===== src/pff_pkg.sv =====
// package for the pwm fault input filter block
package pff_pkg;
   localparam int unsigned PFF_NFLT = 4;
   // word indices of the registers; byte address is four times the index
   localparam logic [7:0] PFF_IDX_FILT0   = 8'h16;
   localparam logic [7:0] PFF_IDX_FILT1   = 8'h17;
   localparam logic [7:0] PFF_IDX_FILT2   = 8'h18;
   localparam logic [7:0] PFF_IDX_FILT3   = 8'h19;
   localparam logic [7:0] PFF_IDX_CONFIG  = 8'h1a;
   localparam logic [7:0] PFF_IDX_FCTRL   = 8'h1b;
   localparam logic [7:0] PFF_IDX_FSTAT   = 8'h1c;
   localparam logic [7:0] PFF_IDX_RCTRL   = 8'h1d;
   // filter configuration fields
   localparam int unsigned PFF_GSTR_BIT   = 15;
   localparam int unsigned PFF_CNT_LSB    = 8;
   localparam int unsigned PFF_CNT_W      = 3;
   localparam int unsigned PFF_PER_LSB    = 0;
   localparam int unsigned PFF_PER_W      = 8;
   localparam logic [3:0]  PFF_CNT_BASE   = 4'h3;
   localparam logic [15:0] PFF_FILT_RST   = 16'h0000;
   localparam logic [15:0] PFF_FILT_MASK  = 16'h87ff;
   // pwm config register: write protect bit
   localparam int unsigned PFF_WP_BIT     = 0;
   // reload control register fields
   localparam int unsigned PFF_RIE_BIT    = 0;
   localparam int unsigned PFF_RFLAG_BIT  = 1;
   // fault status register: flags in [3:0], pin levels in [7:4]
   localparam int unsigned PFF_FAULT_PIN_LEVEL_LSB   = 4;
   localparam int unsigned PFF_STRETCH    = 2;

   typedef struct packed {
      logic       glitch_stretch_en;
      logic [2:0] sample_count_sel;
      logic [7:0] sample_period_sel;
   } pff_filt_t;
endpackage : pff_pkg


===== src/pff_chan.sv =====
// one fault input channel: synchroniser, stretcher, sampling filter
`timescale 1ns/100ps
module pff_chan
   import pff_pkg::*;
(
   // clock and reset
   input  wire logic            clock,
   input  wire logic            rstn,
   input  wire logic            ce,
   // configuration
   input  wire pff_pkg::pff_filt_t cfg,
   // fault pin and filtered level
   input  wire logic            pin,
   output logic                 level
);
   import pff_pkg::*;

   logic [2:0] sync_ff;
   logic       stable;
   logic [1:0] str_ff;
   logic       str_in;
   logic [7:0] per_ff;
   logic [3:0] cnt_ff;
   logic       level_ff;
   logic       smp_tick;
   logic       fi;

   always_ff @(posedge clock or negedge rstn) begin
      if (!rstn) begin
         sync_ff <= 3'h0;
      end else if (ce) begin
         // with stretch on, a rising edge in stage two is held one more clock so stages agree
         sync_ff[0] <= pin;
         sync_ff[1] <= sync_ff[0] |
                       (cfg.glitch_stretch_en & sync_ff[1] & ~sync_ff[2]);
         sync_ff[2] <= sync_ff[1];
      end
   end

   // change counts once second and third stage agree
   always_ff @(posedge clock or negedge rstn) begin
      if (!rstn) begin
         stable <= 1'b0;
      end else if (ce && (sync_ff[1] == sync_ff[2])) begin
         stable <= sync_ff[2];
      end
   end

   // active edge held high for at least two clocks
   always_ff @(posedge clock or negedge rstn) begin
      if (!rstn) begin
         str_ff <= 2'h0;
      end else if (ce) begin
         str_ff <= stable ? 2'(PFF_STRETCH) : (str_ff != 2'h0 ? str_ff - 2'h1 : 2'h0);
      end
   end
   assign str_in = cfg.glitch_stretch_en ? (stable | (str_ff != 2'h0)) : stable;

   assign smp_tick = (per_ff == 8'h01);
   always_ff @(posedge clock or negedge rstn) begin
      if (!rstn) begin
         per_ff <= 8'h00;
      end else if (ce) begin
         per_ff <= (smp_tick || per_ff == 8'h00) ? cfg.sample_period_sel : per_ff - 8'h01;
      end
   end

   // consecutive samples differing from the held level
   always_ff @(posedge clock or negedge rstn) begin
      if (!rstn) begin
         cnt_ff   <= 4'h0;
         level_ff <= 1'b0;
      end else if (ce) begin
         if (cfg.sample_period_sel == 8'h00) begin
            cnt_ff   <= 4'h0;
            level_ff <= str_in;
         end else if (smp_tick) begin
            if (str_in == level_ff) begin
               cnt_ff <= 4'h0;
            end else if (cnt_ff + 4'h1 >= PFF_CNT_BASE + {1'b0, cfg.sample_count_sel}) begin
               cnt_ff   <= 4'h0;
               level_ff <= str_in;
            end else begin
               cnt_ff <= cnt_ff + 4'h1;
            end
         end
      end
   end
   assign fi    = level_ff;
   assign level = fi;

   a_count_limit: assert property (@(posedge clock) disable iff (!rstn)
      cnt_ff <= 4'ha) else $error("sample counter beyond ten");
   a_bypass_pass: assert property (@(posedge clock) disable iff (!rstn)
      (ce && cfg.sample_period_sel == 8'h00 && !cfg.glitch_stretch_en) |=> level_ff == $past(stable))
      else $error("bypass did not pass input");
   a_stretch_two: assert property (@(posedge clock) disable iff (!rstn)
      (ce && $rose(stable) && cfg.glitch_stretch_en) ##1 ce |-> str_in)
      else $error("stretch shorter than two clocks");
endmodule : pff_chan


===== src/pff_top.sv =====
// pwm fault input filter: registers, four filter channels, flags and shutdown
// Notes on behaviour
// - filter config writes ignored while the write-protect bit is set.
// - glitch stretch bit 15 holds an active fault edge two clocks.
// - stretching with filter off makes narrow pulses reach the fault flag.
// - transition accepted after count field plus three matching samples.
// - inputs sampled every sample period field clocks.
// - period field zero, the reset value, bypasses the filter.
// - pin status follows after up to (count+3) times period plus four clocks; the fault flag one clock later.
// - an unclocked path from each fault pin shuts the pwm outputs.
// - fault flag set on a rise of the filtered level; interrupt only if its enable set.
// - reload flag set each reload start; interrupt only if enabled.
// - system reset returns every register to its default.
// - the clock port carries the chosen pwm clock, system or triple.
//
// Register access over Avalon-MM was decided locally.
`timescale 1ns/100ps
module pff_top
   import pff_pkg::*;
(
   // clock (pwm clock chosen by system integration) and reset
   input  wire logic                 clock,
   input  wire logic                 rstn,
   input  wire logic                 ce,
   // avalon-mm slave
   input  wire logic [9:0]           address,
   input  wire logic                 read,
   input  wire logic                 write,
   input  wire logic [31:0]          writedata,
   input  wire logic [3:0]           byteenable,
   output logic [31:0]               readdata,
   output logic                      waitrequest,
   // fault pins and pwm reload event
   input  wire logic [PFF_NFLT-1:0]  fault_input_pin,
   input  wire logic                 reload_start,
   // pwm shutdown and interrupts
   output logic                      pwm_disable,
   output logic                      fault_irq,
   output logic                      reload_irq
);
   import pff_pkg::*;

   pff_filt_t             filt_ff [PFF_NFLT];
   logic                  wp_ff;
   logic [PFF_NFLT-1:0]   fault_irq_en_ff;
   logic [PFF_NFLT-1:0]   fault_flag_ff;
   logic [PFF_NFLT-1:0]   fault_pin_level;
   logic [PFF_NFLT-1:0]   lvl_d_ff;
   logic                  reload_flag_ff;
   logic                  reload_irq_en_ff;
   logic                  ack_ff;
   logic [31:0]           readdata_ff;
   logic                  pwm_disable_ff;
   logic                  fault_irq_ff;
   logic                  reload_irq_ff;
   logic [7:0]            idx;
   logic                  acc;
   logic                  wr_go;
   logic [31:0]           nxt_rdata;
   logic [PFF_NFLT-1:0]   ack_clr;
   logic                  rld_clr;

   // one wait state: request taken when ack_ff is high
   assign idx   = address[9:2];
   assign acc   = (read | write) & ~ack_ff & ce;
   assign wr_go = write & ack_ff & ce;

   always_ff @(posedge clock or negedge rstn) begin
      if (!rstn) begin
         ack_ff <= 1'b0;
      end else begin
         ack_ff <= acc;
      end
   end
   assign waitrequest = ~ack_ff;

   genvar g;
   generate
      for (g = 0; g < PFF_NFLT; g++) begin : g_ch
         pff_chan u_chan (
            .clock (clock),
            .rstn  (rstn),
            .ce    (ce),
            .cfg   (filt_ff[g]),
            .pin   (fault_input_pin[g]),
            .level (fault_pin_level[g])
         );
         always_ff @(posedge clock or negedge rstn) begin
            if (!rstn) begin
               filt_ff[g].glitch_stretch_en <= PFF_FILT_RST[PFF_GSTR_BIT];
               filt_ff[g].sample_count_sel  <= PFF_FILT_RST[PFF_CNT_LSB +: PFF_CNT_W];
               filt_ff[g].sample_period_sel <= PFF_FILT_RST[PFF_PER_LSB +: PFF_PER_W];
            end else if (wr_go && !wp_ff && idx == PFF_IDX_FILT0 + 8'(g)) begin
               if (byteenable[0]) begin
                  filt_ff[g].sample_period_sel <= writedata[PFF_PER_LSB +: PFF_PER_W];
               end
               if (byteenable[1]) begin
                  filt_ff[g].sample_count_sel  <= writedata[PFF_CNT_LSB +: PFF_CNT_W];
                  filt_ff[g].glitch_stretch_en <= writedata[PFF_GSTR_BIT];
               end
            end
         end
      end
   endgenerate

   always_ff @(posedge clock or negedge rstn) begin
      if (!rstn) begin
         wp_ff            <= 1'b0;
         fault_irq_en_ff  <= '0;
         reload_irq_en_ff <= 1'b0;
      end else if (wr_go && byteenable[0]) begin
         if (idx == PFF_IDX_CONFIG) begin
            wp_ff <= wp_ff | writedata[PFF_WP_BIT];
         end
         if (idx == PFF_IDX_FCTRL) begin
            fault_irq_en_ff <= writedata[PFF_NFLT-1:0];
         end
         if (idx == PFF_IDX_RCTRL) begin
            reload_irq_en_ff <= writedata[PFF_RIE_BIT];
         end
      end
   end

   // write one to clear; a set in the same cycle wins
   assign ack_clr = (wr_go && byteenable[0] && idx == PFF_IDX_FSTAT) ?
                    writedata[PFF_NFLT-1:0] : '0;
   assign rld_clr = wr_go && byteenable[0] && idx == PFF_IDX_RCTRL && writedata[PFF_RFLAG_BIT];

   always_ff @(posedge clock or negedge rstn) begin
      if (!rstn) begin
         lvl_d_ff      <= '0;
         fault_flag_ff <= '0;
      end else if (ce) begin
         lvl_d_ff      <= fault_pin_level;
         fault_flag_ff <= (fault_flag_ff & ~ack_clr) | (fault_pin_level & ~lvl_d_ff);
      end
   end

   always_ff @(posedge clock or negedge rstn) begin
      if (!rstn) begin
         reload_flag_ff <= 1'b0;
      end else if (ce) begin
         reload_flag_ff <= (reload_flag_ff & ~rld_clr) | reload_start;
      end
   end

   always_ff @(posedge clock or negedge rstn) begin
      if (!rstn) begin
         fault_irq_ff  <= 1'b0;
         reload_irq_ff <= 1'b0;
      end else if (ce) begin
         fault_irq_ff  <= |(fault_flag_ff & fault_irq_en_ff);
         reload_irq_ff <= reload_flag_ff & reload_irq_en_ff;
      end
   end
   assign fault_irq  = fault_irq_ff;
   assign reload_irq = reload_irq_ff;

   // shutdown register follows the filtered levels on the clock; the raw pins are ORed after it, so pwm_disable acts without the clock
   always_ff @(posedge clock or negedge rstn) begin
      if (!rstn) begin
         pwm_disable_ff <= 1'b0;
      end else begin
         pwm_disable_ff <= |fault_pin_level;
      end
   end
   assign pwm_disable = pwm_disable_ff | (|fault_input_pin);

   always_comb begin
      nxt_rdata = 32'h0000_0000;
      unique case (idx)
         PFF_IDX_FILT0: nxt_rdata[15:0] = {filt_ff[0].glitch_stretch_en, 4'h0,
            filt_ff[0].sample_count_sel, filt_ff[0].sample_period_sel} & PFF_FILT_MASK;
         PFF_IDX_FILT1: nxt_rdata[15:0] = {filt_ff[1].glitch_stretch_en, 4'h0,
            filt_ff[1].sample_count_sel, filt_ff[1].sample_period_sel} & PFF_FILT_MASK;
         PFF_IDX_FILT2: nxt_rdata[15:0] = {filt_ff[2].glitch_stretch_en, 4'h0,
            filt_ff[2].sample_count_sel, filt_ff[2].sample_period_sel} & PFF_FILT_MASK;
         PFF_IDX_FILT3: nxt_rdata[15:0] = {filt_ff[3].glitch_stretch_en, 4'h0,
            filt_ff[3].sample_count_sel, filt_ff[3].sample_period_sel} & PFF_FILT_MASK;
         PFF_IDX_CONFIG: nxt_rdata[PFF_WP_BIT] = wp_ff;
         PFF_IDX_FCTRL: nxt_rdata[PFF_NFLT-1:0] = fault_irq_en_ff;
         PFF_IDX_FSTAT: nxt_rdata[7:0] = {fault_pin_level, fault_flag_ff};
         PFF_IDX_RCTRL: nxt_rdata[1:0] = {reload_flag_ff, reload_irq_en_ff};
         default: nxt_rdata = 32'h0000_0000;
      endcase
   end

   always_ff @(posedge clock or negedge rstn) begin
      if (!rstn) begin
         readdata_ff <= 32'h0000_0000;
      end else if (acc && read) begin
         readdata_ff <= nxt_rdata;
      end
   end
   assign readdata = readdata_ff;

   a_wp_blocks: assert property (@(posedge clock) disable iff (!rstn)
      (wr_go && wp_ff && idx == PFF_IDX_FILT0) |=> $stable(filt_ff[0]))
      else $error("protected filter register changed");
   a_flag_hold: assert property (@(posedge clock) disable iff (!rstn)
      (fault_flag_ff[0] && ack_clr[0] == 1'b0) |=> fault_flag_ff[0])
      else $error("fault flag lost without ack");
   a_fault_irq: assert property (@(posedge clock) disable iff (!rstn)
      (ce && |(fault_flag_ff & fault_irq_en_ff)) |=> fault_irq)
      else $error("fault irq missing");
   a_fault_noirq: assert property (@(posedge clock) disable iff (!rstn)
      (ce && fault_irq_en_ff == '0) |=> !fault_irq)
      else $error("fault irq without enable");
   a_reload_set: assert property (@(posedge clock) disable iff (!rstn)
      (ce && reload_start) |=> reload_flag_ff)
      else $error("reload flag not set");
   a_shutdown_pin: assert property (@(posedge clock) disable iff (!rstn)
      (|fault_input_pin) |-> pwm_disable)
      else $error("fault pin did not disable pwm");
endmodule : pff_top


===== config.mk =====
export PLATFORM = sky130hd
export DESIGN_NAME = pff_top
export DESIGN_NICKNAME = d
export VERILOG_FILES = /design/src/pff_pkg.sv /design/src/pff_chan.sv /design/src/pff_top.sv
export SDC_FILE = /design/constraint.sdc
export NUM_CORES = 1
export LEC_CHECK = 0
export ABC_CLOCK_PERIOD_IN_PS = 2680
export BUFFER_PORTS_ARGS = -buffer_cell sky130_fd_sc_hd__buf_2
export CORE_MARGIN = 10
export CORE_UTILIZATION = 50
export CTS_BUF_LIST = sky130_fd_sc_hd__clkbuf_8
export DETAILED_ROUTE_END_ITERATION = 8
export PLACE_DENSITY = 0.69
export SYNTH_ARGS = -nofsm -noshare
export SYNTH_HDL_FRONTEND = slang
export SYNTH_SLANG_ARGS = --single-unit

===== constraint.sdc =====
create_clock -name clock -period 2.68 [get_ports clock]
set_input_delay 0.268 -clock clock [delete_from_list [all_inputs] [get_ports clock]]
set_output_delay 0.268 -clock clock [all_outputs]
set_load 0.02 [all_outputs]

* Word level (Yosys, flattened, before mapping)
Cells that the tools add are included.
W data, S select, Z words.
** Storage, ports and cells
- Bits in read-only memories :: 0
- Memories kept :: 0
- Logic and storage cells :: 244
- Output and inout bits :: 36
- Input port bits :: 56
- Latch bits :: 0
- RAM bits :: 0
- Flip-flop bits (word level) :: 159
** Cells by class
- Bitwise operators :: 38
- Equality and inequality tests :: 24
- Divide/modulo/power cells :: 0
- Reductions and logical operators :: 61
- Order comparisons :: 4
- $mul :: 0
- Multiplexer cells :: 54
- Add/subtract/negate cells :: 16
- Shift-type cells :: 0
** Operators by type and width (count)
- $mux W4 :: 17
- $eq A8 B5 Y1 const B :: 8
- $logic_not A8 Y1 :: 8
- $eq A8 B1 Y1 const B :: 4
- $mux W8 :: 4
- $pmux W8 S4 :: 1
- $sub A8 B1 Y8 const B :: 4
- $reduce_and A2 Y1 :: 15
- $reduce_bool A2 Y1 :: 12
- $mux W1 :: 20
- $pmux W4 S5 :: 1
- $add A2 B3 Y4 const A :: 4
- $add A4 B1 Y4 const B :: 4
- $ge A4 B4 Y1 :: 4
- $mux W2 :: 8
- $reduce_and A4 Y1 :: 4
- $and A1 B1 Y1 :: 14
- $logic_and A1 B1 Y1 :: 14
- $and A4 B4 Y4 :: 3
- $or A1 B1 Y1 :: 12
- $pmux W2 S6 :: 1
- $reduce_or A4 Y1 :: 3
- $eq A1 B1 Y1 :: 8
- $ne A2 B1 Y1 const B :: 4
- other kinds (8) :: 20

* Longest topological paths before layout
- Depth in word-level cells :: 8
- Depth in mapped cells :: 8
- Gate-level depth less buffers :: 8

* Hierarchy
From an unflattened synthesis, not the netlist that was laid out.
** Second synthesis, totals
- Cell total of the unflattened synthesis :: 828
- Area, all modules :: 8638.3 µm²
** By module, submodules not included
- pff_top :: area each 3892.5 µm², cells an instance 321, instances 1
- pff_chan at g_ch[1].u_chan ... :: area each 1182.4 µm², cells an instance 126, instances 3
- pff_chan at g_ch[0].u_chan :: area each 1198.6 µm², cells an instance 129, instances 1

* Worst setup path after synthesis
Ideal clock, no wire load.
- Path type :: register to register
- Start point :: register g_ch[0].u_chan.cnt_ff[0]
- End point :: register g_ch[0].u_chan.cnt_ff[2]
- Stages on the path, launching flop included :: 8
- Required time :: 2.602 ns
- Slack :: 0.688 ns
- Data arrival time :: 1.915 ns
- Path buffers :: 0
- Cells stage by stage :: dfrtp_1 > ha_1 > xor2_1 > ha_1 > a211oi_1 > o221ai_1 > or3_1 > o2bb2ai_1
** Between the ends
- Word-level cells in the longest chain between the ends :: 6
** RTL lines
- start: declaration :: RTL line pff_chan.sv:23 : logic [3:0] cnt_ff;
- start signal: assignment :: RTL line pff_chan.sv:84 : cnt_ff <= cnt_ff + 4'h1;
- $add A4 B1 Y4 (*) :: RTL line pff_chan.sv:80, pff_chan.sv:84
- $ge A4 B4 Y1 :: RTL line pff_chan.sv:80 : end else if (cnt_ff + 4'h1 >= PFF_CNT_BASE + {1'b0, cfg.sample_count_sel}) begin
- $mux W4 (*) :: RTL line pff_chan.sv:80
- $mux W4 (*) :: RTL line pff_chan.sv:78 : if (str_in == level_ff) begin
- $mux W4 (*) :: RTL line pff_chan.sv:77 : end else if (smp_tick) begin
- $mux W4 (*) :: RTL line pff_chan.sv:74 : if (cfg.sample_period_sel == 8'h00) begin
Mark *: on every way between the ends. The rest lies on a longest branch, timed or not. The select of a mux whose other input is x is not followed.
A chain may end at the register's enable or synchronous reset.

* Worst setup path in the final report
Ends and elaborated chain as after synthesis.

==> impl_results.md <==
- H-tree level count: 4
- Flop pwr share: 50.6%
- Setup CP Type: reg -> reg
- Fmax: 0.446 GHz
- Max_cap viols: 0
- Ys Warns: 0
- Final WS setup: 0.438 ns
- Crit. End Element: register
- Min Tclk post-route: 2.24 ns
- Crit-path max cell delay: 0.44 ns
- N_diodes: 0
- Post-synthesis sequential area ratio: 45.6%
- CTS Sinks: 155
- Post-DP HPWL: 14.8 mm
- Largest area contributor in the netlist: dfrtp_1
- CTS max path bufs: 2
- DRT Wirelength: 20.5 mm
- Cell Pwr Density: 655 mW/mm²
- Yosys reg bits: 155
- Nets: 990
- P&R area growth vs syn: 9.78%
- Yosys cell types: 66
- Hold Fails Final Rpt: 0
- Tcrit/Tclk final: 83.7%
- Buf/Inv on CP: 0
- CTS tree: built
- Total core area: 0.0166 mm²
- Worst vdd ir: 0.412 mV
- Initial antenna violation count: 0
- Worst r2r path cells: 7
- Crit path cell chain: ha_1 > xor2_1 > ha_1 > a211oi_1 > o221ai_1 > or3_1 > o2bb2ai_1
- R2r startpoint: g_ch[0].u_chan.cnt_ff[0]
- Reg2Reg Capture Point: g_ch[0].u_chan.cnt_ff[2]
- Worst Setup EP: g_ch[0].u_chan.cnt_ff[2]
- Main combinational cell family by area after synthesis: compound AO/OA/AOI/OAI gates
- CTS Hold Bufs: 1
- Share of total power in the clock network: 29.2%
- Most common cell on crit path: ha_1
- Reg2reg setup slack: 0.44 ns
- Crit-path slowest cell: dfrtp_1
- Mux contribution to synthesized area: 11.0%
- Root Buffer: clkbuf_8
- Post-Route Utilization: 56.1%
- Multi-input gate area: 0.00424 mm²
- Worst-path fanout max: 5
- DIE WIDTH: 150 µm
- WL per Instance: 18.1 µm
- WP data required: 3.06 ns
- P_int: 4090 µW
- GPL Wtd Cong: 0.907
- Slew Viols, Final: 0
- Die ar.: 0.0226 mm²
- Synth Cell Area: 0.00850 mm²
- Psw: 2020 µW
- DR iter-0 viols: 499
- Synth top area share: 45.6%
- Unrepaired setup endpoints after global routing: no
- Crit path depth: 7
- Post-Synth Simple-Gate Area: 14.5%
- I/O pin cnt: 92
- Via-per-instance ratio: 5.77
- Post-CTS setup buffers: 0
- Vias in the first global route: 6438
- Main area contributors after synthesis: dfrtp_1 46%, mux2_2 7.0%, o21ai_0 5.4%, ha_1 4.7%, nand2_1 3.8%
- Tightest Pin Transition: 0.882 ns
- Fillcell total: 1471
- Number of synthesized flops with an enable pin: 0
- Synth Area in Compound Gates: 17.2%
- Startpoint type of the worst setup path: register
- CTS buffer count: 17
- Vias: 6534
- Cell count after synthesis: 854
- Antenna viol nets, final: 0
- Synth Area in XOR/XNOR: 1.65%
- Synth Area in Adders: 4.71%
- Cell family with most CP delay: compound AO/OA/AOI/OAI gates
- CP Launch Point: g_ch[0].u_chan.cnt_ff[0]
- Total GRT Usage: 18.8%
- Clk slew on worst S/H paths: 0.08 ns
- Leakage: 0.00435 µW
- I/O Buffers: 47
- Post-cts resize count: 0
- Arrival @ worst endpoint: 2.62 ns
- Tot Pwr: 6110 µW
- Count leader, synth: dfrtp_1
- Pre-CTS WS: 0.471 ns
- DRC Markers: 0
- Initial Utilization: 51.1%
- Total grt overflow: 0
- Post-synth top flop: dfrtp_1
- Die Y: 150 µm
- Status: finished clean
- Drt pass-1 iters: 5
- Top cells by instance count after synthesis: 155 x dfrtp_1, 91 x o21ai_0, 86 x nand2_1, 53 x mux2_2, 48 x a21oi_1
- HP Class: in -> reg
- Clk_lat worst skew: 0.45 ns
- First-pass GRT wire length: 33.8 mm
- Worst Clk Skew: 0.0157 ns
- Slew headroom: 40.9%
- Setup TNS: 0 ns
- Switch share: 33.1%
- Reg area: 0.00388 mm²
- Share of layout cells above drive strength 1: 18.6%
- # setup viols final: 0
- Std-Cell Rows: 47
- Pin count of the biggest net entering global routing: 105
- Synth async-reset ratio: 100%
- Synthesized area per cell: 9.96 µm²
- Gate power share: 20.2%
## power by group through the flow
stage | clock network (µW) | logic, µW | registers (µW)
floorplan | 0 | 968 | 3000
CTS | 1830 | 1240 | 3080
detailed placement | 0 | 1230 | 3120
finish | 1790 | 1230 | 3090
global route | 1940 | 1430 | 3160
global placement | 0 | 1190 | 3110
## metal layers
| layer | wire, µm | track usage, % | vias up |
|---|---|---|---|
| met1 | 9810 | 26.2 | 3210 |
| met3 | 1050 | 3.69 | 21 |
| met4 | 335 | 5.54 | 0 |
| met2 | 9340 | 28.9 | 156 |
| met5 | 0 | 0 | - |
| li1 | - | - | 3147 |
## cell type report
cell class	count	share of cell area [%]
repair buffers	59	4.01
clock inverters	10	1.25
flip-flops and latches	155	41.5
clock buffers	20	2.95
inverters	46	1.85
well taps	220	2.95
multi-input cells	623	45.5
## sequential cells by signal (all words and copies together), names as in the netlist
signal and cells:
filt_ff 48, g_ch.u_chan.per_ff 32, g_ch.u_chan.cnt_ff 16, g_ch.u_chan.sync_ff 12
readdata 12, g_ch.u_chan.str_ff 8, fault_flag_ff 4, fault_irq_en_ff 4
g_ch.u_chan.level 4, g_ch.u_chan.stable 4, lvl_d_ff 4, ack_ff 1
fault_irq 1, pwm_disable_ff 1, reload_flag_ff 1, reload_irq 1
reload_irq_en_ff 1, wp_ff 1
## how the worst min path moves through the flow
| stage | from | to | slack [ns] | depth (start not counted) |
|---|---|---|---|---|
| global placement | rstn | g_ch[1].u_chan.cnt_ff[0] | 0.29 | 1 |
| global route | reload_start | reload_flag_ff | 0.04 | 2 |
| floorplan | rstn | ack_ff | -0.03 | 0 |
| CTS | reload_start | reload_flag_ff | 0.02 | 2 |
| detailed placement | rstn | g_ch[1].u_chan.cnt_ff[0] | 0.29 | 1 |
| finish | reload_start | reload_flag_ff | 0.05 | 2 |
## cell usage in the layout (no fill, tap or decap), types with 9 or more instances in the layout
| master | count |
|---|---|
| nor2_1 | 34 |
| o211ai_1 | 11 |
| mux2_2 | 53 |
| ha_1 | 32 |
| buf_2 | 45 |
| conb_1 | 20 |
| a21oi_1 | 48 |
| o21ai_0 | 91 |
| or4_1 | 11 |
| inv_1 | 45 |
| o21a_1 | 9 |
| mux2i_1 | 17 |
| buf_4 | 9 |
| o2bb2ai_1 | 11 |
| clkbuf_8 | 20 |
| o31ai_1 | 10 |
| nand2_1 | 86 |
| xor2_1 | 11 |
| nand2b_1 | 18 |
| nor3_1 | 11 |
| nand3_1 | 21 |
| dfrtp_1 | 155 |
## cells by family after synthesis
group	count (synthesis)
buffers and inverters	95
adders and majority gates	32
and+or+nand+nor	235
DFF	155
other	1
AOI/OAI and AO/OA	240
muxes	80
xor gates and xnor gates	16
## through the flow
stage	area [µm²]	hold slack, ns	std cells
final	9340	0.0539	1133
after global routing	9340	0.0418	1133
after detailed placement	8930	0.295	1102
after global placement	8930	0.293	1102
after floorplan	8580	-0.0276	873
after CTS	9340	0.0230	1133
No activity file was read; power rests on OpenSTA's default activity.
